`config.mk`:
```
export PLATFORM = sky130hd
export DESIGN_NAME = occg_top
export DESIGN_NICKNAME = d
export VERILOG_FILES = /design/src/occg_pkg.sv /design/src/occg_clock_gate.sv /design/src/occg_top.sv
export VERILOG_INCLUDE_DIRS = /design/src /design/src/src
export SDC_FILE = /design/constraint.sdc
export NUM_CORES = 1
export LEC_CHECK = 0
export BUFFER_PORTS_ARGS = -buffer_cell sky130_fd_sc_hd__buf_4
export CAP_MARGIN = 10
export CORE_MARGIN = 2
export CORE_UTILIZATION = 45
export DETAILED_ROUTE_END_ITERATION = 8
export HOLD_SLACK_MARGIN = 0.06
export PLACE_DENSITY = 0.74
export SLEW_MARGIN = 30
export SYNTH_ARGS = -nofsm -noshare
export SYNTH_HDL_FRONTEND = slang
export SYNTH_SLANG_ARGS = --single-unit
```
`constraint.sdc`:
```
create_clock -name ref_clk_i -period 2.66 [get_ports ref_clk_i]
set_input_delay 0.665 -clock ref_clk_i [delete_from_list [all_inputs] [get_ports ref_clk_i]]
set_output_delay 0.665 -clock ref_clk_i [all_outputs]
set_load 0.05 [all_outputs]
```
`src/occg_params.svh`:
```
`ifndef OCCG_PARAMS_SVH
`define OCCG_PARAMS_SVH

// Register indices and byte addresses: each register takes one aligned
// word, so its byte address is four times its index.
`define OCCG_IDX_GATE_1      16'h300C
`define OCCG_IDX_GATE_2      16'h300D
`define OCCG_IDX_GATE_3      16'h300E
`define OCCG_IDX_GATE_4      16'h300F
`define OCCG_IDX_OSC         16'h303E
`define OCCG_ADDR_GATE_1     18'h0C030
`define OCCG_ADDR_GATE_2     18'h0C034
`define OCCG_ADDR_GATE_3     18'h0C038
`define OCCG_ADDR_GATE_4     18'h0C03C
`define OCCG_ADDR_OSC        18'h0C0F8

// Reset values.
`define OCCG_RST_GATE_1      8'hE7
`define OCCG_RST_GATE_2      8'h3C
`define OCCG_RST_GATE_3      8'h7E
`define OCCG_RST_GATE_4      8'hA7
`define OCCG_RST_OSC         8'h00

// Writable bit masks; reserved bits read zero.
`define OCCG_MASK_GATE_1     8'hE7
`define OCCG_MASK_OSC        8'hB6

// Oscillator register fields.
`define OCCG_OSC_ENABLE      7
`define OCCG_OSC_STOP_KEEP   5
`define OCCG_OSC_OUT_SEL     4
`define OCCG_OSC_RANGE       2
`define OCCG_OSC_HIGH_GAIN   1
`define OCCG_OSC_INIT_DONE   0

// Gate 1 fields.
`define OCCG_G1_FLEX_TWO     7
`define OCCG_G1_FLEX_ONE     6
`define OCCG_G1_FLEX_ZERO    5
`define OCCG_G1_MOD_ONE      2
`define OCCG_G1_MOD_ZERO     1
`define OCCG_G1_RTC          0

// Oscillator start-up time and its cycle count at 100 MHz.
`define OCCG_INIT_TIME_US    20
`define OCCG_CLK_MHZ         100
`define OCCG_INIT_CYCLES     (`OCCG_INIT_TIME_US * `OCCG_CLK_MHZ)

`endif

```
`src/occg_pkg.sv`:
```
package occg_pkg;
  typedef enum logic [1:0] {
    OCCG_OSC_OFF,
    OCCG_OSC_STARTING,
    OCCG_OSC_RUNNING
  } occg_osc_state_type;

  typedef logic [7:0]  occg_byte_type;
  typedef logic [11:0] occg_count_type;
  typedef logic [17:0] occg_addr_type;
endpackage

```
`src/occg_clock_gate.sv`:
```
module occg_clock_gate (
  // Clock and enable.
  input  wire logic clk_i,
  input  wire logic enable_i,
  // Gated clock.
  output logic      gclk_o
);
  import occg_pkg::*;

  typedef struct packed {
    logic en;
  } occg_gate_state_type;

  occg_gate_state_type state_reg;
  occg_gate_state_type state_next;

  always_comb begin
    state_next    = state_reg;
    state_next.en = enable_i;
  end

  // Latch-free gate: the enable is taken on the falling edge while the clock
  // is low, so a change never cuts a high phase short.
  always_ff @(negedge clk_i) begin
    state_reg <= state_next; // [RL17]
  end

  assign gclk_o = clk_i & state_reg.en; // [RL17]
endmodule

```
`src/occg_top.sv`:
```
// Summary of operation
// RL1: Stop-keep bit decides oscillator survival in stop.
// RL2: Output select: external pin or crystal.
// RL3: Range bit selects low or high band.
// RL4: Gain bit selects low or high gain.
// RL5: Init-done reads zero until startup finished.
// RL6: Reserved bits always read zero.
// RL7: Gate 1 bits 7..5 gate flex timers.
// RL8: Gate 1 bits 2..1 gate modulo timers.
// RL9: Gate 1 bit 0 gates real-time counter.
// RL10: Gate 1 at 300C, resets E7h.
// RL11: Gate 2 at 300D, resets 3Ch.
// RL12: Gate 3 at 300E, resets 7Eh.
// RL13: Gate 4 at 300F, resets A7h.
// RL14: Software disables peripheral before gating it.
// RL15: Software reinitializes peripheral after ungating.
// RL16: Enable bit turns on the oscillator module.
// RL17: Clock gates switch without glitches.
// RL18: Init-done clears when oscillator disabled.
//
// Implementation choice: register access over APB.
`include "occg_params.svh"

module occg_top #(
  parameter int INIT_CYCLES = `OCCG_INIT_CYCLES
) (
  // Clock and reset.
  input  wire logic                    ref_clk_i,
  input  wire logic                    rst_i,
  // APB slave.
  input  wire logic                    psel_i,
  input  wire logic                    penable_i,
  input  wire logic                    pwrite_i,
  input  wire occg_pkg::occg_addr_type paddr_i,
  input  wire logic [31:0]             pwdata_i,
  output logic [31:0]                  prdata_o,
  output logic                         pready_o,
  output logic                         pslverr_o,
  // Chip mode and clock sources.
  input  wire logic                    stop_mode_i,
  input  wire logic                    clkgen_active_i,
  input  wire logic                    ext_clock_pin_i,
  input  wire logic                    crystal_clock_i,
  // Oscillator control.
  output logic                         osc_run_o,
  output logic                         osc_high_range_o,
  output logic                         osc_high_gain_o,
  output logic                         osc_clock_o,
  output logic                         ext_reference_clock_out_o,
  // Gated bus clocks and the gate 2 to 4 register values.
  output logic                         flex_timer_two_clk_o,
  output logic                         flex_timer_one_clk_o,
  output logic                         flex_timer_zero_clk_o,
  output logic                         modulo_timer_one_clk_o,
  output logic                         modulo_timer_zero_clk_o,
  output logic                         rtc_clk_o,
  output logic [7:0]                   periph_clock_gate_2_o,
  output logic [7:0]                   periph_clock_gate_3_o,
  output logic [7:0]                   periph_clock_gate_4_o
);
  import occg_pkg::*;

  // ------------------------------------------------------------------
  // State
  // ------------------------------------------------------------------
  typedef struct packed {
    occg_byte_type      gate_1;
    occg_byte_type      gate_2;
    occg_byte_type      gate_3;
    occg_byte_type      gate_4;
    occg_byte_type      osc_ctrl;
    occg_osc_state_type osc_state;
    occg_count_type     init_cnt;
    logic [31:0]        rdata;
  } occg_state_type;

  localparam occg_count_type INIT_LAST = occg_count_type'(INIT_CYCLES - 1);

  occg_state_type state_reg;
  occg_state_type state_next;

  logic           wr_en;
  logic           rd_en;
  logic           addr_hit;
  logic           osc_live;
  occg_byte_type  wbyte;
  occg_byte_type  osc_view;

  // ------------------------------------------------------------------
  // Bus decode
  // ------------------------------------------------------------------
  assign wbyte = pwdata_i[7:0];
  always_comb begin
    unique case (paddr_i)
      `OCCG_ADDR_GATE_1,
      `OCCG_ADDR_GATE_2,
      `OCCG_ADDR_GATE_3,
      `OCCG_ADDR_GATE_4,
      `OCCG_ADDR_OSC:    addr_hit = 1'b1;
      default:           addr_hit = 1'b0;
    endcase
  end
  assign wr_en = psel_i & penable_i & pwrite_i & addr_hit;
  assign rd_en = psel_i & ~penable_i & ~pwrite_i;

  // The oscillator keeps running in stop only when software set the stop-keep
  // bit; clkgen_active_i has no effect, as the enable bit is already required.
  assign osc_live = state_reg.osc_ctrl[`OCCG_OSC_ENABLE] &
                    (~stop_mode_i |
                     (state_reg.osc_ctrl[`OCCG_OSC_STOP_KEEP] &
                      (state_reg.osc_ctrl[`OCCG_OSC_ENABLE] |
                       clkgen_active_i))); // [RL1] [RL16]

  always_comb begin
    osc_view = state_reg.osc_ctrl & `OCCG_MASK_OSC; // [RL6]
    osc_view[`OCCG_OSC_INIT_DONE] =
      (state_reg.osc_state == OCCG_OSC_RUNNING); // [RL5]
  end

  // ------------------------------------------------------------------
  // Next state
  // ------------------------------------------------------------------
  always_comb begin
    state_next = state_reg;
    if (wr_en) begin
      unique case (paddr_i)
        `OCCG_ADDR_GATE_1: state_next.gate_1 = wbyte & `OCCG_MASK_GATE_1;
        `OCCG_ADDR_GATE_2: state_next.gate_2 = wbyte; // [RL11]
        `OCCG_ADDR_GATE_3: state_next.gate_3 = wbyte; // [RL12]
        `OCCG_ADDR_GATE_4: state_next.gate_4 = wbyte; // [RL13]
        `OCCG_ADDR_OSC:    state_next.osc_ctrl = wbyte & `OCCG_MASK_OSC;
        default:           state_next.osc_ctrl = state_reg.osc_ctrl;
      endcase
    end
    // Read data is captured in setup so it comes from a flip-flop.
    if (rd_en) begin
      state_next.rdata = 32'h0000_0000;
      unique case (paddr_i)
        `OCCG_ADDR_GATE_1: state_next.rdata[7:0] = state_reg.gate_1; // [RL10]
        `OCCG_ADDR_GATE_2: state_next.rdata[7:0] = state_reg.gate_2;
        `OCCG_ADDR_GATE_3: state_next.rdata[7:0] = state_reg.gate_3;
        `OCCG_ADDR_GATE_4: state_next.rdata[7:0] = state_reg.gate_4;
        `OCCG_ADDR_OSC:    state_next.rdata[7:0] = osc_view;
        default:           state_next.rdata = 32'h0000_0000;
      endcase
    end
    // Start-up sequencing of the oscillator.
    unique case (state_reg.osc_state)
      OCCG_OSC_OFF: begin
        state_next.init_cnt = '0;
        if (osc_live) begin
          state_next.osc_state = OCCG_OSC_STARTING;
        end
      end
      OCCG_OSC_STARTING: begin
        if (!osc_live) begin
          state_next.osc_state = OCCG_OSC_OFF; // [RL18]
        end else if (state_reg.init_cnt == INIT_LAST) begin
          state_next.osc_state = OCCG_OSC_RUNNING; // [RL5]
        end else begin
          state_next.init_cnt = state_reg.init_cnt + 12'h001;
        end
      end
      OCCG_OSC_RUNNING: begin
        if (!osc_live) begin
          state_next.osc_state = OCCG_OSC_OFF; // [RL18]
        end
      end
      default: state_next.osc_state = OCCG_OSC_OFF;
    endcase
  end

  always_ff @(posedge ref_clk_i) begin
    if (rst_i) begin
      state_reg.gate_1    <= `OCCG_RST_GATE_1; // [RL10]
      state_reg.gate_2    <= `OCCG_RST_GATE_2; // [RL11]
      state_reg.gate_3    <= `OCCG_RST_GATE_3; // [RL12]
      state_reg.gate_4    <= `OCCG_RST_GATE_4; // [RL13]
      state_reg.osc_ctrl  <= `OCCG_RST_OSC;
      state_reg.osc_state <= OCCG_OSC_OFF;
      state_reg.init_cnt  <= '0;
      state_reg.rdata     <= 32'h0000_0000;
    end else begin
      state_reg <= state_next;
    end
  end

  // ------------------------------------------------------------------
  // Outputs
  // ------------------------------------------------------------------
  assign prdata_o  = state_reg.rdata;
  assign pready_o  = 1'b1;
  assign pslverr_o = psel_i & penable_i & ~addr_hit;

  assign osc_run_o        = osc_live; // [RL1] [RL16]
  assign osc_high_range_o = state_reg.osc_ctrl[`OCCG_OSC_RANGE]; // [RL3]
  assign osc_high_gain_o  = state_reg.osc_ctrl[`OCCG_OSC_HIGH_GAIN]; // [RL4]
  // The source mux itself is not glitch-free; software should switch it
  // only with the oscillator disabled.
  assign osc_clock_o = osc_live &
                       (state_reg.osc_ctrl[`OCCG_OSC_OUT_SEL] ?
                        crystal_clock_i : ext_clock_pin_i); // [RL2]
  assign ext_reference_clock_out_o = osc_clock_o; // [RL16]

  assign periph_clock_gate_2_o = state_reg.gate_2;
  assign periph_clock_gate_3_o = state_reg.gate_3;
  assign periph_clock_gate_4_o = state_reg.gate_4;

  // ------------------------------------------------------------------
  // Peripheral bus-clock gates
  // ------------------------------------------------------------------
  occg_clock_gate u_gate_ft2 (
    .clk_i    (ref_clk_i),
    .enable_i (state_reg.gate_1[`OCCG_G1_FLEX_TWO]), // [RL7]
    .gclk_o   (flex_timer_two_clk_o)
  );
  occg_clock_gate u_gate_ft1 (
    .clk_i    (ref_clk_i),
    .enable_i (state_reg.gate_1[`OCCG_G1_FLEX_ONE]), // [RL7]
    .gclk_o   (flex_timer_one_clk_o)
  );
  occg_clock_gate u_gate_ft0 (
    .clk_i    (ref_clk_i),
    .enable_i (state_reg.gate_1[`OCCG_G1_FLEX_ZERO]), // [RL7]
    .gclk_o   (flex_timer_zero_clk_o)
  );
  occg_clock_gate u_gate_mt1 (
    .clk_i    (ref_clk_i),
    .enable_i (state_reg.gate_1[`OCCG_G1_MOD_ONE]), // [RL8]
    .gclk_o   (modulo_timer_one_clk_o)
  );
  occg_clock_gate u_gate_mt0 (
    .clk_i    (ref_clk_i),
    .enable_i (state_reg.gate_1[`OCCG_G1_MOD_ZERO]), // [RL8]
    .gclk_o   (modulo_timer_zero_clk_o)
  );
  occg_clock_gate u_gate_rtc (
    .clk_i    (ref_clk_i),
    .enable_i (state_reg.gate_1[`OCCG_G1_RTC]), // [RL9]
    .gclk_o   (rtc_clk_o)
  );
endmodule

```
# Yosys cells after proc, flatten, opt, wreduce, memory -nomap -nowiden
# Index checks and enable logic that the tools add are counted.
# word_totals
wordCells	70
mem_count	0
ram_bits	0
ff_bits	63
rom_bits	0
latch_bits	0
in_bits	59
out_inout_bits	69
# op_classes
n_mul	0
bitwise	21
eq_ne	13
n_reduce_logical	10
div_mod_pow	0
shifts	0
addsub	1
magnitude_cmp	0
mux	11
# ops
operator	n
equality test 18 x 16 -> 1 bit (second input constant)	5
one-hot mux 8 bit (5 select lines)	1
2-to-1 mux 12 bit	2
one-hot mux 12 bit (2 select lines)	1
bitwise AND 1 bit	15
adder 12 x 1 -> 12 bit (second input constant)	1
equality test 12 x 11 -> 1 bit (second input constant)	1
AND reduction 2 bit	5
2-to-1 mux 2 bit	4
!= test 2 bit (second input constant)	4
one-hot mux 2 bit (3 select lines)	1
AND reduction 3 bit	2
OR reduction 5 bit	1
inverter 1 bit	4
!= test 3 bit (second input constant)	1
equality test 2 x 1 -> 1 bit (second input constant)	1
equality test 2 bit (second input constant)	1
logical NOT 2 bit	1
2-to-1 mux 1 bit	2
OR 1 bit	2
nonzero test 2 bit	1

# Longest topological paths before layout
# depth
depth_word	6
ltp_mapped	7
depth_no_buf	6

# By module
# From an unflattened synthesis, not the netlist that was laid out.
# unflattened
cells_unflattened	376
hier_area_um2	3400.8
# modules_own_cells
module	seq_area_each_um2	n_inst	area_each_um2	cells_per_inst
occg_top	1141.1	1	3220.6	358
occg_clock_gate	20.0	6	30.0	3

==> metrics.cfg <==
[status]
status = complete, but fails checks
failed_checks = negative setup slack

[worst_setup_path]
ff2ff_path_depth = 6
path_class = reg -> out
cp_max_fo = 1
crit_arrival_ps = 2420
critPathCapture = flex_timer_one_clk_o
timing.rr.start = state_reg[32]$_SDFFE_PP0P_
r2r_end = state_reg[34]$_SDFFE_PP0P_
start_kind = flop
crit_required_ps = 2000
ff2ff_setup_slack_ps = 620
crit_path_end_kind = output pin
setup.worst_path.start = u_gate_ft1.state_reg$_DFF_N_

[detailed_routing]
drtIter0Drc = 161
drc = 0
drtAntennaViolNets = 0
routed_wl_mm = 7.68
drtPass1Iterations = 4
routed_via_density = 5.16
wire_per_inst_um = 14.4
vias = 2756

[yosys]
ys_seq_area_share_pct = 37.5
ys_async_sr_fraction_pct = 0
synth.avg_cell_area_sq_um = 8.87
netlist_area_sq_um = 3360
ys.warnings.count = 0
ys.flop_type = dfxtp_1
syn_inst = 379
ys_types = 52
synth-edff-count = 0
ys_seq_elements = 63

[pwr]
sw_frac_of_total_pct = 34.9
p_seq_share_pct = 30.9
p_per_area_nw_per_um2 = 761
max-vdd-ir-drop_mv = 0.800
power_mw = 3.07
p_int_mw = 2.00
clock_power_share_pct = 62.2
switchingPower_mw = 1.07
p_leak_nw = 1.64
p_comb_share_pct = 6.9

[placed_design]
hpwlAfterDp_mm = 5.51
dp_cells = 508
post_dp_cell_area_sq_um = 3690
numPortBuffers = 77
gp_congestion = 0.898

[global_routing]
grt_pass1_vias = 2714
overflow = 0
grt_start_max_net_pins = 53
antenna_found_initial = 0
grt_pass1_wl_mm = 12.9
gr-usage-all-layers_pct = 19.8

[sta]
setup_viol = 12
rsz0062_at_grt = yes
maxSlewViolCount = 0
hold_slack_ps = 417
worst_slack_ps = -426
relSlewSlack_pct = 63.6
skew_ps = 50.9
hold_viol = 0
tightest_slew_ps = 547

[floorplan]
initial_utilization_pct = 46.4
rows = 31
die_h_um = 90.4
ios = 128
die_area_sq_um = 8180
die_w_um = 90.4
coreArea_sq_um = 7250

[finish]
antenna_cells = 0
final_cell_area_sq_um = 4030
stdcell_count = 534
final_common_cell = buf_4
final_nets = 489
largest_register_ffs = 20
drive_gt1_share_pct = 29.4
final_cell_mix = 78 x buf_4, 60 x dfxtp_1, 37 x nor2_1, 25 x conb_1, 21 x a211o_1
area_growth_pct = 19.9

[clock_tree]
tritoncts = built
hold_buffers = 0
path_clk_slew_ps = 80
worstSkewPairLatency_ps = 510

[job]
maxCapViolCount = 0

[worst_hold_path]
hp-class = in -> reg

-- worst min path at each step --
stage | startpoint | to | slack, ps | cells after the start
2_1_floorplan | prdata_o[3]$_SDFFE_PP0P_ | prdata_o[3]$_SDFFE_PP0P_ | 430 | 2
3_3_place_gp | prdata_o[0]$_SDFFE_PP0P_ | prdata_o[0]$_SDFFE_PP0P_ | 450 | 2
3_5_place_dp | prdata_o[0]$_SDFFE_PP0P_ | prdata_o[0]$_SDFFE_PP0P_ | 450 | 2
4_1_cts | pwdata_i[3] | periph_clock_gate_3_o[3]$_SDFFE_PP1P_ | 400 | 2
5_1_grt | pwdata_i[3] | periph_clock_gate_3_o[3]$_SDFFE_PP1P_ | 430 | 2
6_report | pwdata_i[3] | periph_clock_gate_3_o[3]$_SDFFE_PP1P_ | 420 | 2
-- logic make-up after synthesis --
kind of cell	after synthesis	share of synthesized area (%)
compound gates	64	13.8
xor+xnor	3	0.782
fa+ha+maj	1	0.372
buf+inv	88	16.8
flops	63	37.5
mux	23	7.67
other cells	2	0.223
simple gates	135	22.8
-- critical path: stages (launching register included) --
cell	delay [ps]
dfxtp_1	300
and2_4	140
buf_8	140
-- power groups by stage --
stage	logic, mW	registers [mW]	clock network [mW]
2_1_floorplan	0.181	0.968	0.452
3_3_place_gp	0.209	0.969	0.579
3_5_place_dp	0.211	0.969	0.579
4_1_cts	0.211	0.948	1.94
5_1_grt	0.224	0.948	2.02
6_report	0.212	0.948	1.91
-- synth_stat cells, types with 5 or more instances --
cell      number  area (sq um)
buf_4         60           450
a22o_1         6          52.6
o21ai_0        9          45.0
a211o_1       21           184
mux2i_1       19           190
nor3_1         5          25.0
a21oi_1       14          70.1
nand3_1       12          60.1
nand2_1       20          75.1
nor2b_1       19           119
dfxtp_1       63          1260
nor2_1        37           139
and2_1         7          43.8
clkbuf_1      13          48.8
inv_1         11          41.3
-- layer usage --
| metal | vias to the layer above | wire (um) | track usage [%] | share of wire, % |
|---|---|---|---|---|
| li1 | 1336 | - | - | - |
| met1 | 1290 | 3070 | 22.2 | 40 |
| met3 | 19 | 649 | 8.51 | 8.5 |
| met4 | 0 | 158 | 9.62 | 2.1 |
| met5 | - | 0 | 0 | 0 |
| met2 | 111 | 3790 | 32.2 | 49 |
-- repair_timing --
action / 4_1_cts / 5_1_grt
endpoints found under the setup margin: 12 / 12
pin swaps: 5 / 0
resized for setup: 19 / 2
buffers inserted: 0 / 0
-- cell type report --
| class | count | area (sq um) |
|---|---|---|
| fill | 681 | 3220 |
| clock inverter | 12 | 96.3 |
| sequential | 63 | 1260 |
| multi-input combinational | 251 | 1640 |
| tap | 99 | 124 |
| clock buffer | 21 | 287 |
| timing repair buffer | 78 | 586 |
| inverter | 10 | 37.5 |
-- per-stage QoR --
stage | utilization [%] | TNS (ps) | worst slack [ps]
2_1_floorplan | - | 0 | 44.0
3_3_place_gp | 50.8 | 0 | 43.2
3_5_place_dp | 50.8 | 0 | 23.6
4_1_cts | 55.5 | -2580 | -437
5_1_grt | 55.6 | -2710 | -462
6_report | 55.6 | -2490 | -426
(Power assumes the default switching activity.)
